--- src/design/relay_mode_regs.svh ---
// Constants for the relay channel mode control block
// What the document requires of this block and its host
// [RULE_01] Supply start or reset sets channels OFF
// [RULE_02] Host programs Clear once after power-up
// [RULE_03] Reset pad low defaults all, quiet state
// [RULE_04] All eight channels Clear enters standby
// [RULE_05] Per-channel field picks one of four pads
// [RULE_06] During reset output stages held Clear
// [RULE_07] Re-enable accepted only after clamping ends
// [RULE_08] Host leaves standby: OFF, wait, ON
// [RULE_09] Input mode: pad high ON, low OFF
// [RULE_10] Stage driven by switch bit or pad
// [RULE_11] Open control pad reads low, channel off
// [RULE_12] Standby exit delay at most 200 ms
// [RULE_13] Host holds reset pad low 50 us
// [RULE_14] Ready within 200 us after reset release
// [RULE_15] Serial output tristate on CS high/reset
// [RULE_16] Each channel holds Clear, OFF, ON, Input
`ifndef RELAY_MODE_REGS_SVH
`define RELAY_MODE_REGS_SVH

// ***************************************************************
// Timing figures
// ***************************************************************
`define CLK_PERIOD_NS 40
`define STANDBY_EXIT_DELAY_MS 200
`define STANDBY_EXIT_CYCLES ((`STANDBY_EXIT_DELAY_MS * 1000000) / `CLK_PERIOD_NS)
`define RESET_WAKE_US 200
`define RESET_WAKE_CYCLES ((`RESET_WAKE_US * 1000) / `CLK_PERIOD_NS)
`define RESET_HOLD_US 50

// ***************************************************************
// Mode encodings and field layout
// ***************************************************************
`define MODE_CLEAR 2'h0
`define MODE_OFF 2'h1
`define MODE_ON 2'h2
`define MODE_INPUT 2'h3
`define MODE_RESET_VALUE 2'h1
`define MODE_WIDTH 2
`define SEL_WIDTH 2

`endif

--- src/design/relay_mode_pkg.sv ---
// Types for the relay channel mode control block
package relay_mode_pkg;

  typedef enum logic [1:0] {
    clear_state = 2'b00,
    mode_off = 2'b01,
    mode_on = 2'b10,
    mode_input = 2'b11
  } chan_mode_e;

  typedef enum logic [1:0] {
    st_reset_wake = 2'b00,
    st_run = 2'b01,
    st_standby = 2'b10,
    st_standby_exit = 2'b11
  } dev_state_e;

endpackage

--- src/design/relay_channel_mode_control.sv ---
// Per-channel mode, pad selection, standby and reset control
`timescale 1ns/1ps
`include "relay_mode_regs.svh"

module relay_channel_mode_control #(
  parameter int CHANNELS = 8,
  parameter int PADS = 4,
  parameter int STANDBY_EXIT_CYCLES = `STANDBY_EXIT_CYCLES,
  parameter int RESET_WAKE_CYCLES = `RESET_WAKE_CYCLES
) (
  input wire logic ref_clk,
  input wire logic resetn,
  input wire logic reset_pad_n,
  input wire logic [PADS-1:0] control_pad,
  input wire logic cs_n,
  input wire logic spi_so_data,
  input wire logic mode_write,
  input wire logic [2*CHANNELS-1:0] mode_wdata,
  input wire logic select_write,
  input wire logic [2*CHANNELS-1:0] pad_source_select,
  input wire logic [CHANNELS-1:0] clamp_active,
  output logic [CHANNELS-1:0] stage_on,
  output logic [CHANNELS-1:0] stage_clear,
  output logic [2*CHANNELS-1:0] mode_status,
  output logic standby,
  output logic ready,
  output logic so_out,
  output logic so_oe_n
);

  // ***************************************************************
  // Parameters and state
  // ***************************************************************
  // Counter width; holds the long standby exit count at the full rate
  localparam int CW = 32;

  // Refuse sizes the logic cannot serve: select fields are two bits wide
  if (CHANNELS < 1 || PADS != 4 ||
      STANDBY_EXIT_CYCLES < 1 || RESET_WAKE_CYCLES < 1) begin : g_bad_params
    $error("relay_channel_mode_control: unsupported parameters");
  end

  // All state of the block in one record
  // Pins from outside the clock domain pass two flops before any logic
  typedef struct packed {
    logic [1:0] rst_sync;
    logic [1:0] cs_sync; // Chip select synchroniser, idles deselected
    logic pad_reset; // Synced reset pad seen low one edge ago
    logic [PADS-1:0] pad_meta;
    logic [PADS-1:0] pad_sync;
    logic [CHANNELS-1:0] clamp_meta;
    logic [CHANNELS-1:0] clamp_sync;
    logic [2*CHANNELS-1:0] mode;
    logic [2*CHANNELS-1:0] sel;
    logic [CHANNELS-1:0] on;
    logic [CHANNELS-1:0] clr;
    logic [CHANNELS-1:0] clamp_lock;
    relay_mode_pkg::dev_state_e state;
    logic [CW-1:0] count;
    logic so_out;
    logic so_oe_n;
  } state_s;

  state_s cur;
  state_s next_cur;

  // ***************************************************************
  // Channel decoding
  // ***************************************************************
  // Decode the level that drives one channel in its current mode
  // Clear, OFF and any unknown code give a low drive
  function automatic logic chan_drive(input logic [1:0] m, input logic [1:0] s,
                                      input logic [PADS-1:0] pads);
    case (m)
      `MODE_ON: chan_drive = 1'b1;
      `MODE_INPUT: chan_drive = pads[s]; // [RULE_05] [RULE_09] [RULE_11]
      default: chan_drive = 1'b0;
    endcase
  endfunction

  // ***************************************************************
  // Next state
  // ***************************************************************
  // Next-state computation for the whole block
  always_comb begin
    logic all_clear;
    logic drive;
    next_cur = cur;
    all_clear = 1'b1;
    drive = 1'b0;
    // Two-flop synchronisers for pins
    next_cur.rst_sync = {cur.rst_sync[0], reset_pad_n};
    next_cur.cs_sync = {cur.cs_sync[0], cs_n};
    // Delayed copy lines standby up with the edge at which the stages drop
    next_cur.pad_reset = !cur.rst_sync[1]; // [RULE_03]
    next_cur.pad_meta = control_pad;
    next_cur.pad_sync = cur.pad_meta;
    next_cur.clamp_meta = clamp_active;
    next_cur.clamp_sync = cur.clamp_meta;
    // Host writes land at once; a low reset pad overrides them below
    if (select_write) begin
      next_cur.sel = pad_source_select; // [RULE_05]
    end
    if (mode_write) begin
      next_cur.mode = mode_wdata; // [RULE_10] [RULE_16]
    end
    for (int i = 0; i < CHANNELS; i++) begin
      if (cur.mode[2*i +: 2] != `MODE_CLEAR) begin
        all_clear = 1'b0;
      end
      drive = chan_drive(cur.mode[2*i +: 2], cur.sel[2*i +: 2], cur.pad_sync);
      // Clamping blocks switch-on until the clamp has gone and a re-enable arrives
      if (cur.clamp_sync[i]) begin
        next_cur.clamp_lock[i] = 1'b1; // [RULE_07]
      end else if (!drive) begin
        next_cur.clamp_lock[i] = 1'b0; // [RULE_07]
      end
      next_cur.on[i] = drive && !cur.clamp_lock[i] && !cur.clamp_sync[i]
                       && cur.state == relay_mode_pkg::st_run; // [RULE_10] [RULE_07]
      next_cur.clr[i] = (cur.mode[2*i +: 2] == `MODE_CLEAR)
                        || cur.state == relay_mode_pkg::st_reset_wake;
    end
    // Device-level state sequencing
    // Stages stay off in every state but run; counts restart on each entry
    case (cur.state)
      relay_mode_pkg::st_reset_wake: begin
        next_cur.on = '0;
        if (cur.count >= CW'(RESET_WAKE_CYCLES - 1)) begin
          next_cur.state = relay_mode_pkg::st_run; // [RULE_14]
          next_cur.count = '0;
        end else begin
          next_cur.count = cur.count + 1'b1;
        end
      end
      relay_mode_pkg::st_run: begin
        if (all_clear) begin
          next_cur.state = relay_mode_pkg::st_standby; // [RULE_04]
          next_cur.sel = '0;
          next_cur.on = '0;
        end
      end
      relay_mode_pkg::st_standby: begin
        next_cur.on = '0;
        if (!all_clear) begin
          next_cur.state = relay_mode_pkg::st_standby_exit; // [RULE_08]
          next_cur.count = '0;
        end
      end
      relay_mode_pkg::st_standby_exit: begin
        next_cur.on = '0;
        if (all_clear) begin
          next_cur.state = relay_mode_pkg::st_standby;
        end else if (cur.count >= CW'(STANDBY_EXIT_CYCLES - 1)) begin
          next_cur.state = relay_mode_pkg::st_run; // [RULE_12]
          next_cur.count = '0;
        end else begin
          next_cur.count = cur.count + 1'b1;
        end
      end
      default: begin
        next_cur.state = relay_mode_pkg::st_reset_wake;
      end
    endcase
    // Serial output released while deselected or in reset
    // Chip select is a pin, so it is read only after its synchroniser
    next_cur.so_oe_n = cur.cs_sync[1] || !cur.rst_sync[1]; // [RULE_15]
    next_cur.so_out = spi_so_data && !cur.cs_sync[1] && cur.rst_sync[1];
    // Reset pad low forces every control register to default; the pin synchronisers keep sampling
    // It also restarts the wake count, so the host waits again after release
    if (!cur.rst_sync[1]) begin
      next_cur.mode = {CHANNELS{`MODE_RESET_VALUE}}; // [RULE_03] [RULE_01]
      next_cur.sel = '0;
      next_cur.on = '0; // [RULE_06]
      next_cur.clr = '1; // [RULE_06]
      next_cur.clamp_lock = '0;
      next_cur.state = relay_mode_pkg::st_reset_wake;
      next_cur.count = '0;
    end
  end

  // ***************************************************************
  // Registers
  // ***************************************************************
  // State register with synchronous power-on reset
  // Reset pad chain starts low, so the wake count follows power-on too
  always_ff @(posedge ref_clk) begin
    if (!resetn) begin
      cur.rst_sync <= 2'h0;
      cur.cs_sync <= 2'h3; // Serial pin starts released
      cur.pad_reset <= 1'b1;
      cur.pad_meta <= '0;
      cur.pad_sync <= '0;
      cur.clamp_meta <= '0;
      cur.clamp_sync <= '0;
      cur.mode <= {CHANNELS{`MODE_RESET_VALUE}}; // [RULE_01]
      cur.sel <= '0;
      cur.on <= '0; // [RULE_06]
      cur.clr <= '1; // [RULE_06]
      cur.clamp_lock <= '0;
      cur.state <= relay_mode_pkg::st_reset_wake;
      cur.count <= '0;
      cur.so_out <= 1'b0;
      cur.so_oe_n <= 1'b1;
    end else begin
      cur <= next_cur;
    end
  end

  // ***************************************************************
  // Outputs
  // ***************************************************************
  // Outputs from registers; ready only decodes state, standby also takes the delayed reset pad flag
  assign stage_on = cur.on;
  assign stage_clear = cur.clr;
  assign mode_status = cur.mode;
  assign standby = (cur.state == relay_mode_pkg::st_standby) || cur.pad_reset; // [RULE_03]
  assign ready = (cur.state == relay_mode_pkg::st_run); // [RULE_14]
  assign so_out = cur.so_out;
  assign so_oe_n = cur.so_oe_n;

endmodule

--- config.mk ---
export PLATFORM = sky130hd
export DESIGN_NAME = relay_channel_mode_control
export DESIGN_NICKNAME = d
export VERILOG_FILES = /design/src/design/relay_mode_pkg.sv /design/src/design/relay_channel_mode_control.sv
export VERILOG_INCLUDE_DIRS = /design/src /design/src/design
export SDC_FILE = /design/constraint.sdc
export NUM_CORES = 1
export LEC_CHECK = 0
export BUFFER_PORTS_ARGS = -buffer_cell sky130_fd_sc_hd__buf_4
export CORE_AREA = 10 10 113 135
export CTS_BUF_LIST = sky130_fd_sc_hd__clkbuf_8
export DETAILED_ROUTE_END_ITERATION = 12
export DIE_AREA = 0 0 123 145
export HOLD_SLACK_MARGIN = 0.06
export PLACE_DENSITY = 0.64
export SYNTH_ARGS = -nofsm -noshare
export SYNTH_HDL_FRONTEND = slang
export SYNTH_SLANG_ARGS = --single-unit
--- constraint.sdc ---
create_clock -name ref_clk -period 2.8 [get_ports ref_clk]
set_clock_uncertainty 0.15 [all_clocks]
set_input_delay 0.56 -clock ref_clk [delete_from_list [all_inputs] [get_ports ref_clk]]
set_output_delay 0.56 -clock ref_clk [all_outputs]
set_load 0.02 [all_outputs]
-- Word level (Yosys, flattened, before mapping)
Cells that the tools add are included.
- bits in registers: 121
- word-level logic and storage cells: 204
- bits of input ports: 51
- reductions and logical operators: 76
- add/subtract/negate cells: 1
- $lt $le $gt $ge: 10
- equal/unequal tests: 32
- multiplexer cells: 62
- operators by type and width (kind ; count):
    32-bit two-way mux ; 3
    32-bit one-hot mux with 3 select lines ; 1
    2-bit == test, second input constant ; 18
    34-bit two-way mux ; 1
    32-bit by 1-bit adder with 32-bit output, second input constant ; 1
    32-bit by 13-bit >= comparator with 1-bit output, second input constant ; 1
    32-bit by 23-bit >= comparator with 1-bit output, second input constant ; 1
    1-bit two-way mux ; 32
    16-bit two-way mux ; 2
    1-bit logical AND ; 26
    2-bit by 3-bit less-than comparator with 1-bit output, second input constant ; 8
    24-bit two-way mux ; 1
    2-bit inequality test, second input constant ; 10
    1-bit logical NOT ; 18
    2-bit logical NOT ; 9
    1-bit binary-select mux with 2-bit select ; 8
    1-bit one-hot mux with 2 select lines ; 8
    8-bit one-hot mux with 2 select lines ; 1
    2-bit nonzero test ; 8
    1-bit logical OR ; 10
    2-bit two-way mux ; 4
    2-bit one-hot mux with 4 select lines ; 1
    2-bit by 1-bit inequality test with 1-bit output, second input constant ; 2
    4-bit AND reduction ; 1
    6 further kinds ; 6

-- Depth between registers and ports, before layout
Gate-level depths: netlist (run 1).
- depth after elaboration: 11
- depth in mapped cells: 9

-- Least setup slack after synthesis (run 1)
OpenSTA, ideal clock, no wires.
- path kind: register -> register
- start: register cur[28] (netlist bit)
- end: register cur[11] (netlist bit)
- cell stages (with the launch flop): 7
- period minus slack after synthesis: 2.442 ns
- path buffers: 0
- setup slack: 0.358 ns
- setup time: 0.070 ns
- arrival: 2.221 ns
- path through: dfxtp_1 > or4_4 > nor4_4 > or3b_1 > a21boi_4 > or4_1 > a21oi_1
- word-level cells in the longest chain between the ends: 4
- elaborated cells on any way between the ends: 6
- RTL lines (element ; line ; RTL):
    start: declaration ; relay_channel_mode_control.sv:64 ; state_s cur;
    start signal: assignment ; relay_channel_mode_control.sv:205 ; cur <= next_cur;
    32-bit by 23-bit >= comparator with 1-bit output ; relay_channel_mode_control.sv:153 ; end else if (cur.count >= CW'(STANDBY_EXIT_CYCLES - 1)) begin
    32-bit two-way mux ; relay_channel_mode_control.sv:153 ;
    32-bit two-way mux ; relay_channel_mode_control.sv:151 ; if (all_clear) begin
    32-bit one-hot mux with 3 select lines (*) ; relay_channel_mode_control.sv:125 ; case (cur.state)
Every way passes the cells marked *; elsewhere a longest branch is shown, timed or not. The select of a mux whose other input is x is not followed.
A chain may end at the register's enable or synchronous reset.

-- Worst setup path after layout (run 1)
Same ends and word-level chain as after synthesis.

==> impl_metrics.json, run 1 <==
{
  "outcome": "completed",
  "layout-drive-gt1-share_pct": 24.9,
  "drc_errors": 0,
  "syn-mean-instance-area_sq_um": 9.50,
  "clock_latency_ns": 0.45,
  "r2r-start": "cur[28]",
  "setup_viol": 0,
  "grt_pass1_vias": 4094,
  "cp_data_required_time_ns": 3.03,
  "coreArea_sq_um": 12600,
  "dieArea_sq_um": 17800,
  "cts_tree": "built",
  "fmax_mhz": 380,
  "clockBufferDepth": 2,
  "ant_nets": 0,
  "slew-limit-headroom_pct": 60.0,
  "worst_setup_path_start_kind": "register",
  "ys_warn_count": 0,
  "hp-class": "in -> reg",
  "die_w_microns": 123,
  "r2r_setup_slack_ns": 0.17,
  "crit_type": "reg -> reg",
  "clock_sinks": 121,
  "grt_pass1_wl_microns": 20500,
  "post_dp_cell_area_sq_um": 5630,
  "min_period_over_period_pct": 94.0,
  "yosysTopAreaCell": "dfxtp_1",
  "port_buffers": 86,
  "cap_violations": 0,
  "layout.nets": 643,
  "cts_root_buf": "clkbuf_8",
  "synth_edf_count": 0,
  "arrival_ns": 2.86,
  "drt_iter0_drc": 220,
  "synth-seq-cells": 121,
  "vdd_ir_drop_max_mv": 0.420,
  "ff2ff_path_depth": 6,
  "grt_max_degree": 30,
  "path_max_fanout": 15,
  "start_util_pct": 39.5,
  "ys.flop_type": "dfxtp_1",
  "crit_start": "cur[28]",
  "synthTopCellsByArea": "dfxtp_1, mux2i_1, buf_4, nor2_1, and2_1",
  "area_growth_syn_to_layout_pct": 22.2,
  "crit_end": "cur[11]",
  "hpwl_microns": 9680,
  "routed_wl_microns": 12700,
  "r2r_end": "cur[11]",
  "io_pins": 87,
  "gp_congestion": 0.889,
  "syn_area_sq_um": 4960,
  "synth.net_count": 574,
  "ys_seq_area_share_pct": 48.9,
  "power_density_nw_per_um2": 592,
  "dr.pass1.iters": 4,
  "synth_cell_types": 50,
  "cp-end-kind": "register",
  "fin_area_sq_um": 6060,
  "synth.most_common_cell": "dfxtp_1",
  "vias": 3926,
  "min_period_ns": 2.63,
  "synthTopCellsByCount": "dfxtp_1, nor2_1, nand2_1",
  "hold_viol": 0,
  "synth-async-reset-ratio_pct": 0,
  "num_rows": 45,
  "grt_usage_pct": 14.6,
  "p_leak_nw": 2.46,
  "h-tree-depth": 4,
  "drt-vias-per-instance": 5.13,
  "wl_per_cell_microns": 16.6,
  "tns_ns": 0,
  "cts_made_buffers": 17,
  "grt_overflow": 0,
  "rsz0062_at_grt": "no",
  "antenna_found_initial": 0,
  "die_h_microns": 145,
  "postSynthCellCount": 522,
  "worst-slew-pin-transition_ns": 0.599,
  "antennaDiodeCount": 0,
  "drv_slew": 0,
  "synth_top_area_share_pct": 48.9,
  "cts.reportedPaths.clkPinSlew_ns": 0.07
}
-- how the worst min path moves through the flow --
| stage | to | depth (start not counted) | startpoint | slack (ns) |
|---|---|---|---|---|
| 2_1_floorplan | cur[118] | 1 | cur[117] | 0.24 |
| 3_3_place_gp | cur[118] | 1 | cur[117] | 0.24 |
| 3_5_place_dp | cur[118] | 1 | cur[117] | 0.24 |
| 4_1_cts | cur[117] | 2 | cs_n | 0.12 |
| 5_1_grt | cur[117] | 2 | cs_n | 0.13 |
| 6_report | cur[117] | 2 | cs_n | 0.15 |
-- kinds of logic after synthesis --
kind of cell | after synthesis | synth area share [%]
AO/OA/AOI/OAI | 92 | 12.4
XOR/XNOR | 10 | 1.77
adder cells (fa/ha/maj) | 1 | 0.252
buffers and inverters | 73 | 8.15
flip-flops | 121 | 48.9
multiplexers | 32 | 8.48
AND/OR/NAND/NOR | 193 | 20.1
-- worst max-delay path, cell delays in order (launching register included) --
cell      delay, ns
dfxtp_1        0.33
or4_4          0.55
nor4_4         0.29
or3b_1         0.43
a21boi_4       0.22
or4_1          0.49
a21oi_1        0.13
-- routing by layer --
layer,global-route usage [%],up-vias,routed length [microns]
met5,0,-,0
met4,6.07,0,245
met3,4.81,22,656
met2,23.4,105,6280
met1,17.4,1863,5570
li1,-,1936,-
-- through the flow --
| stage | worst slack [ns] | hold slack (ns) | total power, mW | cells | util [%] |
|---|---|---|---|---|---|
| after floorplan | 0.358 | 0.236 | 1.88 | 522 | - |
| after global placement | 0.216 | 0.243 | 1.95 | 736 | 44.8 |
| after detailed placement | 0.151 | 0.241 | 1.96 | 736 | 44.8 |
| after CTS | 0.109 | 0.119 | 3.63 | 766 | 48.2 |
| after global routing | 0.0338 | 0.127 | 3.72 | 766 | 48.2 |
| final | 0.168 | 0.147 | 3.58 | 766 | 48.2 |
-- area by class of cell --
class / count / area (sq um)
clock buffer: 18 / 248
clock inverter: 12 / 176
fill: 1202 / 6500
inverter: 18 / 67.6
multi-input combinational: 328 / 2140
sequential: 121 / 2420
tap: 164 / 205
timing repair buffer: 105 / 801
-- cell usage in the layout (no fill, tap or decap), drive strengths merged, types with 5 or more instances in the layout --
cell type  Yosys  layout
nand4          9       9
o21ai         20      20
nand2         35      35
o31ai          6       6
nor2          54      54
and3           7       7
a31oi          5       5
nor3           9       9
clkinv         0       5
nand2b         5       5
o211ai        16      16
xor2           9       9
inv           18      20
a22o           5       5
dfxtp        121     121
mux4           8       8
nand3         10      10
clkbuf        19      18
or3            5       5
buf           36     105
and2          29      29
a21o           5       5
nor4          16      16
mux2i         24      24
a21oi         22      22
-- where the power goes --
part,internal (mW),leakage [nW],switching (mW)
Combinational,0.0892,1.26,0.0672
Clock,0.982,0.216,0.683
Sequential,1.75,0.982,0.0141
-- sequential cells by signal, indices dropped and copies added (netlist names) --
signal       cells
cur             87
mode_status     16
so_oe_n          1
so_out           1
stage_clear      8
stage_on         8
-- what timing repair did --
item / CTS / global route
hold buffers: 0 / 0
gates resized for setup: 0 / 1
endpoints found under the hold margin: 0 / 0
setup buffers: 0 / 0
endpoints found under the setup margin: 0 / 5
(Power assumes the default switching activity.)
==> inputs of run 2 (changes only) <==
--- a/config.mk
+++ b/config.mk
@@ -7,12 +7,12 @@
 export NUM_CORES = 1
 export LEC_CHECK = 0
 export BUFFER_PORTS_ARGS = -buffer_cell sky130_fd_sc_hd__buf_4
-export CORE_AREA = 10 10 113 135
+export CORE_AREA = 10 10 98 117
 export CTS_BUF_LIST = sky130_fd_sc_hd__clkbuf_8
 export DETAILED_ROUTE_END_ITERATION = 12
-export DIE_AREA = 0 0 123 145
+export DIE_AREA = 0 0 108 127
 export HOLD_SLACK_MARGIN = 0.06
-export PLACE_DENSITY = 0.64
+export PLACE_DENSITY = 0.82
 export SYNTH_ARGS = -nofsm -noshare
 export SYNTH_HDL_FRONTEND = slang
 export SYNTH_SLANG_ARGS = --single-unit
==> run 2 against run 1 <==
Combinational power down 3%. Fmax is 0.44% lower. Critical path depth is the same. Clock power down 7%. Setup slack lost 0.012 ns. Count of clock-buffer cells in the layout grew 1. Power down 3.1%. Largest cell class unchanged. Highest routed layer unchanged.
==> impl_metrics.json, run 2 (same netlist as run 1, synthesis figures left out) <==
{
  "area_growth_syn_to_layout_pct": 19.5,
  "vdd_ir_drop_max_mv": 0.397,
  "power_density_nw_per_um2": 586,
  "path_max_fanout": 9,
  "final_cell_mix": "dfxtp_1, buf_4, nor2_1, nand2_1, and2_1",
  "wl_per_cell_microns": 16.7,
  "port_buffers": 86,
  "drc_errors": 0,
  "min_period_over_period_pct": 94.4,
  "cts_root_buf": "clkbuf_8",
  "hold_viol": 0,
  "drv_slew": 0,
  "clock_latency_ns": 0.43,
  "finalPower_mw": 3.47,
  "grt_usage_pct": 17.8,
  "grt_overflow": 0,
  "hpwl_microns": 8820,
  "dieArea_sq_um": 13700,
  "dr.pass1.iters": 5,
  "tns_ns": 0,
  "final_common_cell": "dfxtp_1",
  "fin_area_sq_um": 5930,
  "finalWorstSetupSlack_ns": 0.156,
  "cts_setup_buffers": 0,
  "gp_congestion": 0.871,
  "post_dp_cell_area_sq_um": 5520,
  "layout-drive-gt1-share_pct": 24.3,
  "p_sw_share_pct": 22.9,
  "layout.nets": 636,
  "cts_tree": "built",
  "hp-class": "in -> reg",
  "cts_resized": 0,
  "power_frac_comb_pct": 4.4,
  "worst_setup_path_start_kind": "register",
  "pre_cts_slack_ns": 0.198,
  "p_switching_mw": 0.796,
  "die_h_microns": 127,
  "largest_register_ffs": 87,
  "setup_viol": 0,
  "fillCellCount": 742,
  "fmax_mhz": 378,
  "p_leak_nw": 2.41,
  "power_frac_clock_pct": 44.9,
  "cts.reportedPaths.clkPinSlew_ns": 0.07,
  "min_period_ns": 2.64,
  "num_rows": 39,
  "cp_data_required_time_ns": 3.02,
  "power.share.sequential_pct": 50.7,
  "crit_type": "reg -> reg",
  "grt_pass1_vias": 4104,
  "postCtsHoldBufs": 0,
  "drt-vias-per-instance": 5.59,
  "cts_made_buffers": 17,
  "cp-end-kind": "register",
  "regArea_sq_um": 2420,
  "arrival_ns": 2.86,
  "antennaDiodeCount": 0,
  "rsz0062_at_grt": "no",
  "vias": 4028,
  "dp_cells": 688,
  "start_util_pct": 53.2,
  "worst-slew-pin-transition_ns": 0.546,
  "ant_nets": 0,
  "outcome": "completed",
  "clock_sinks": 121,
  "intPower_mw": 2.68,
  "h-tree-depth": 4,
  "io_pins": 87,
  "drt_iter0_drc": 210,
  "slew-limit-headroom_pct": 63.3,
  "routed_wl_microns": 12000,
  "die_w_microns": 108,
  "grt_pass1_wl_microns": 19700,
  "multiInputGateArea_sq_um": 2130,
  "coreArea_sq_um": 9320,
  "clockBufferDepth": 2,
  "layout.cells.non_filler": 720,
  "grt_max_degree": 30,
  "antenna_found_initial": 0,
  "largest-register": "cur",
  "cap_violations": 0
}
-- run 2: worst max-delay path, cell delays in order, from the launching register on --
cell and delay [ns]:
dfxtp_1 0.34, or4_4 0.55, nor4_4 0.27, or3b_1 0.43
a21boi_4 0.19, nor3_1 0.41, a22o_1 0.23
-- run 2: metrics by stage --
step	hold WS, ns	util [%]
floorplan	0.236	-
global placement	0.242	59.3
detailed placement	0.243	59.3
CTS	0.149	63.6
global route	0.146	63.6
finish	0.168	63.6
-- run 2: power by group through the flow --
stage                     Sequential [mW]  Combinational (mW)  Clock, mW
final                                1.76               0.151       1.56
after global routing                 1.76               0.164       1.66
after CTS                            1.76               0.152       1.59
after detailed placement             1.80               0.151          0
after global placement               1.80               0.147          0
after floorplan                      1.80              0.0808          0
-- run 2: layer usage --
layer	track usage (%)	up-vias	wire length (microns)
met5	0	-	0
met3	5.58	17	764
met4	7.64	0	176
met1	20.5	1937	5010
met2	29.6	136	6090
li1	-	1938	-
-- run 2: final cells by class --
| cell class | instances | area share, % |
|---|---|---|
| sequential | 121 | 40.9 |
| clock inverter | 13 | 2.39 |
| timing repair buffer | 98 | 12.6 |
| clock buffer | 19 | 4.41 |
| multi-input combinational | 328 | 36.0 |
| tap | 123 | 2.60 |
| inverter | 18 | 1.14 |
-- run 2: final timing paths --
path / startpoint / to / slack, ns / depth (start not counted)
worst max-delay path: cur[28] / cur[5] / 0.16 / 6
worst min register to register: cur[117] / cur[118] / 0.26 / 1
worst max register to register: cur[28] / cur[5] / 0.16 / 6
worst min-delay path: cs_n / cur[117] / 0.17 / 2
==> inputs of run 3 (changes only) <==
--- a/config.mk
+++ b/config.mk
@@ -7,12 +7,12 @@
 export NUM_CORES = 1
 export LEC_CHECK = 0
 export BUFFER_PORTS_ARGS = -buffer_cell sky130_fd_sc_hd__buf_4
-export CORE_AREA = 10 10 98 117
+export CORE_AREA = 10 10 125 93
 export CTS_BUF_LIST = sky130_fd_sc_hd__clkbuf_8
 export DETAILED_ROUTE_END_ITERATION = 12
-export DIE_AREA = 0 0 108 127
+export DIE_AREA = 0 0 135 103
 export HOLD_SLACK_MARGIN = 0.06
-export PLACE_DENSITY = 0.82
+export PLACE_DENSITY = 0.81
 export SYNTH_ARGS = -nofsm -noshare
 export SYNTH_HDL_FRONTEND = slang
 export SYNTH_SLANG_ARGS = --single-unit
==> run 3 against run 2 <==
Fmax is 1.7% lower. Count of clock-buffer cells in the layout is 4 higher. Critical path depth stayed put. Worst hold slack worse by 0.00073 ns. Routed wire length is 0.52% higher. Setup slack worse by 0.045 ns. Clock power is 5% lower. Core utilization is 0.31 points lower. Register-to-register slack worse by 0.04 ns. Sequential cell count stayed put. Combinational power hardly changed.
==> impl_metrics.json, run 3 (same netlist as run 1, synthesis figures left out) <==
{
  "hp-class": "in -> reg",
  "clock_sinks": 121,
  "layout-drive-gt1-share_pct": 24.3,
  "rsz0062_at_grt": "no",
  "cts_root_buf": "clkbuf_8",
  "routed_wl_microns": 12100,
  "vias": 4023,
  "cts_made_buffers": 17,
  "cpMaxStageDelayCell": "or4_4",
  "path_cells": "or4_4 -> nor4_4 -> or3b_1 -> a21boi_4 -> or4_1 -> a21oi_1",
  "grt_pass1_wl_microns": 19700,
  "worst_setup_path_start_kind": "register",
  "grt_pass1_vias": 4021,
  "port_buffers": 86,
  "power_density_nw_per_um2": 574,
  "whs_ns": 0.167,
  "tns_ns": 0,
  "p_sw_share_pct": 21.6,
  "ant_nets": 0,
  "highest_layer": "met4",
  "cp-end-kind": "register",
  "dr.pass1.iters": 5,
  "grt_max_degree": 30,
  "worst-path-buf-inv": 0,
  "power_frac_clock_pct": 43.6,
  "final_cell_mix": "dfxtp_1, buf_4, nor2_1, nand2_1, and2_1",
  "min_period_over_period_pct": 96.0,
  "intPower_mw": 2.66,
  "p_switching_mw": 0.732,
  "power_frac_comb_pct": 4.5,
  "drt_iter0_drc": 283,
  "antenna_found_initial": 0,
  "drc_errors": 0,
  "p_leak_nw": 2.41,
  "vdd_ir_drop_max_mv": 0.364,
  "layout.nets": 636,
  "fmax_mhz": 372,
  "arrival_ns": 2.89,
  "grt_usage_pct": 17.7,
  "h-tree-depth": 4,
  "grt_overflow": 0,
  "crit_type": "reg -> reg",
  "slowest_delay_ns": 0.55,
  "fillCellCount": 785,
  "die_w_microns": 135,
  "antennaDiodeCount": 0,
  "clockBufferDepth": 2,
  "cts.reportedPaths.clkPinSlew_ns": 0.06,
  "num_rows": 30,
  "cap_violations": 0,
  "postCtsHoldBufs": 0,
  "finalPower_mw": 3.40,
  "dp_cells": 693,
  "final_common_cell": "dfxtp_1",
  "drt-vias-per-instance": 5.56,
  "layout.cells.non_filler": 724,
  "coreArea_sq_um": 9350,
  "r2r-start": "cur[28]",
  "min_period_ns": 2.69,
  "wl_met1_microns": 5390,
  "largest-register": "cur",
  "slew-limit-headroom_pct": 62.4,
  "dieArea_sq_um": 13900,
  "crit_start": "cur[28]",
  "hpwl_microns": 9070,
  "wl_per_cell_microns": 16.7,
  "clock_latency_ns": 0.42,
  "largest_register_ffs": 87,
  "drv_slew": 0,
  "worst-slew-pin-transition_ns": 0.562,
  "met3_length_microns": 1020,
  "area_growth_syn_to_layout_pct": 19.3,
  "cts_tree": "built",
  "die_h_microns": 103,
  "start_util_pct": 53.0,
  "hold_viol": 0,
  "worstHoldStart": "cs_n",
  "outcome": "completed",
  "path_delay_family": "simple AND/OR/NAND/NOR gates",
  "io_pins": 87,
  "setup_viol": 0,
  "cp_data_required_time_ns": 3.00,
  "gp_congestion": 0.973,
  "power.share.sequential_pct": 51.9,
  "route.met2.wl_microns": 5510,
  "path_max_fanout": 15
}
[run 3: changes by cell type in the layout (fill, tap and decap cells not counted), sizes merged]
cell / previous run / this run
clkinv: 5 / 4
inv: 21 / 19
clkbuf: 19 / 23
clkinvlp: 3 / 2
bufinv: 2 / 1
[run 3: final cells by class]
| type | instances | area (sq um) | area share [%] |
|---|---|---|---|
| Sequential cell | 121 | 2420 | 41.0 |
| Multi-Input combinational cell | 328 | 2140 | 36.2 |
| Timing Repair Buffer | 98 | 736 | 12.4 |
| Clock buffer | 23 | 317 | 5.35 |
| Tap cell | 128 | 160 | 2.71 |
| Clock inverter | 8 | 68.8 | 1.16 |
| Inverter | 18 | 67.6 | 1.14 |
[run 3: metrics by stage]
| stage | util [%] | setup slack (ns) | area [sq um] |
|---|---|---|---|
| after floorplan | - | 0.358 | 4960 |
| after global placement | 59.0 | 0.227 | 5520 |
| after global routing | 63.3 | 0.0177 | 5910 |
| after detailed placement | 59.0 | 0.0868 | 5520 |
| after CTS | 63.1 | 0.0637 | 5900 |
| final | 63.3 | 0.111 | 5910 |
[run 3: path summary, 6_finish.rpt]
path	slack, ns	end	cells after the start
worst min register to register	0.27	cur[118]	1
worst min-delay path	0.17	cur[117]	2
worst max register to register	0.11	cur[11]	6
worst max-delay path	0.11	cur[11]	6
[run 3: timing repair]
| action | CTS | global route |
|---|---|---|
| setup buffers | 0 | 0 |
| resized for setup | 0 | 2 |
| setup endpoints to repair | 0 | 24 |
[run 3: routing by layer]
layer,global-route usage [%],vias up
li1,-,1935
met2,28.1,148
met5,0,-
met1,22.2,1922
met3,5.55,18
met4,6.68,0
[run 3: power by group through the flow]
stage	Combinational, mW	Sequential, mW	Clock (mW)
floorplan	0.0808	1.80	0
global placement	0.147	1.80	0
CTS	0.153	1.76	1.50
detailed placement	0.152	1.80	0
global route	0.165	1.77	1.58
finish	0.152	1.76	1.48
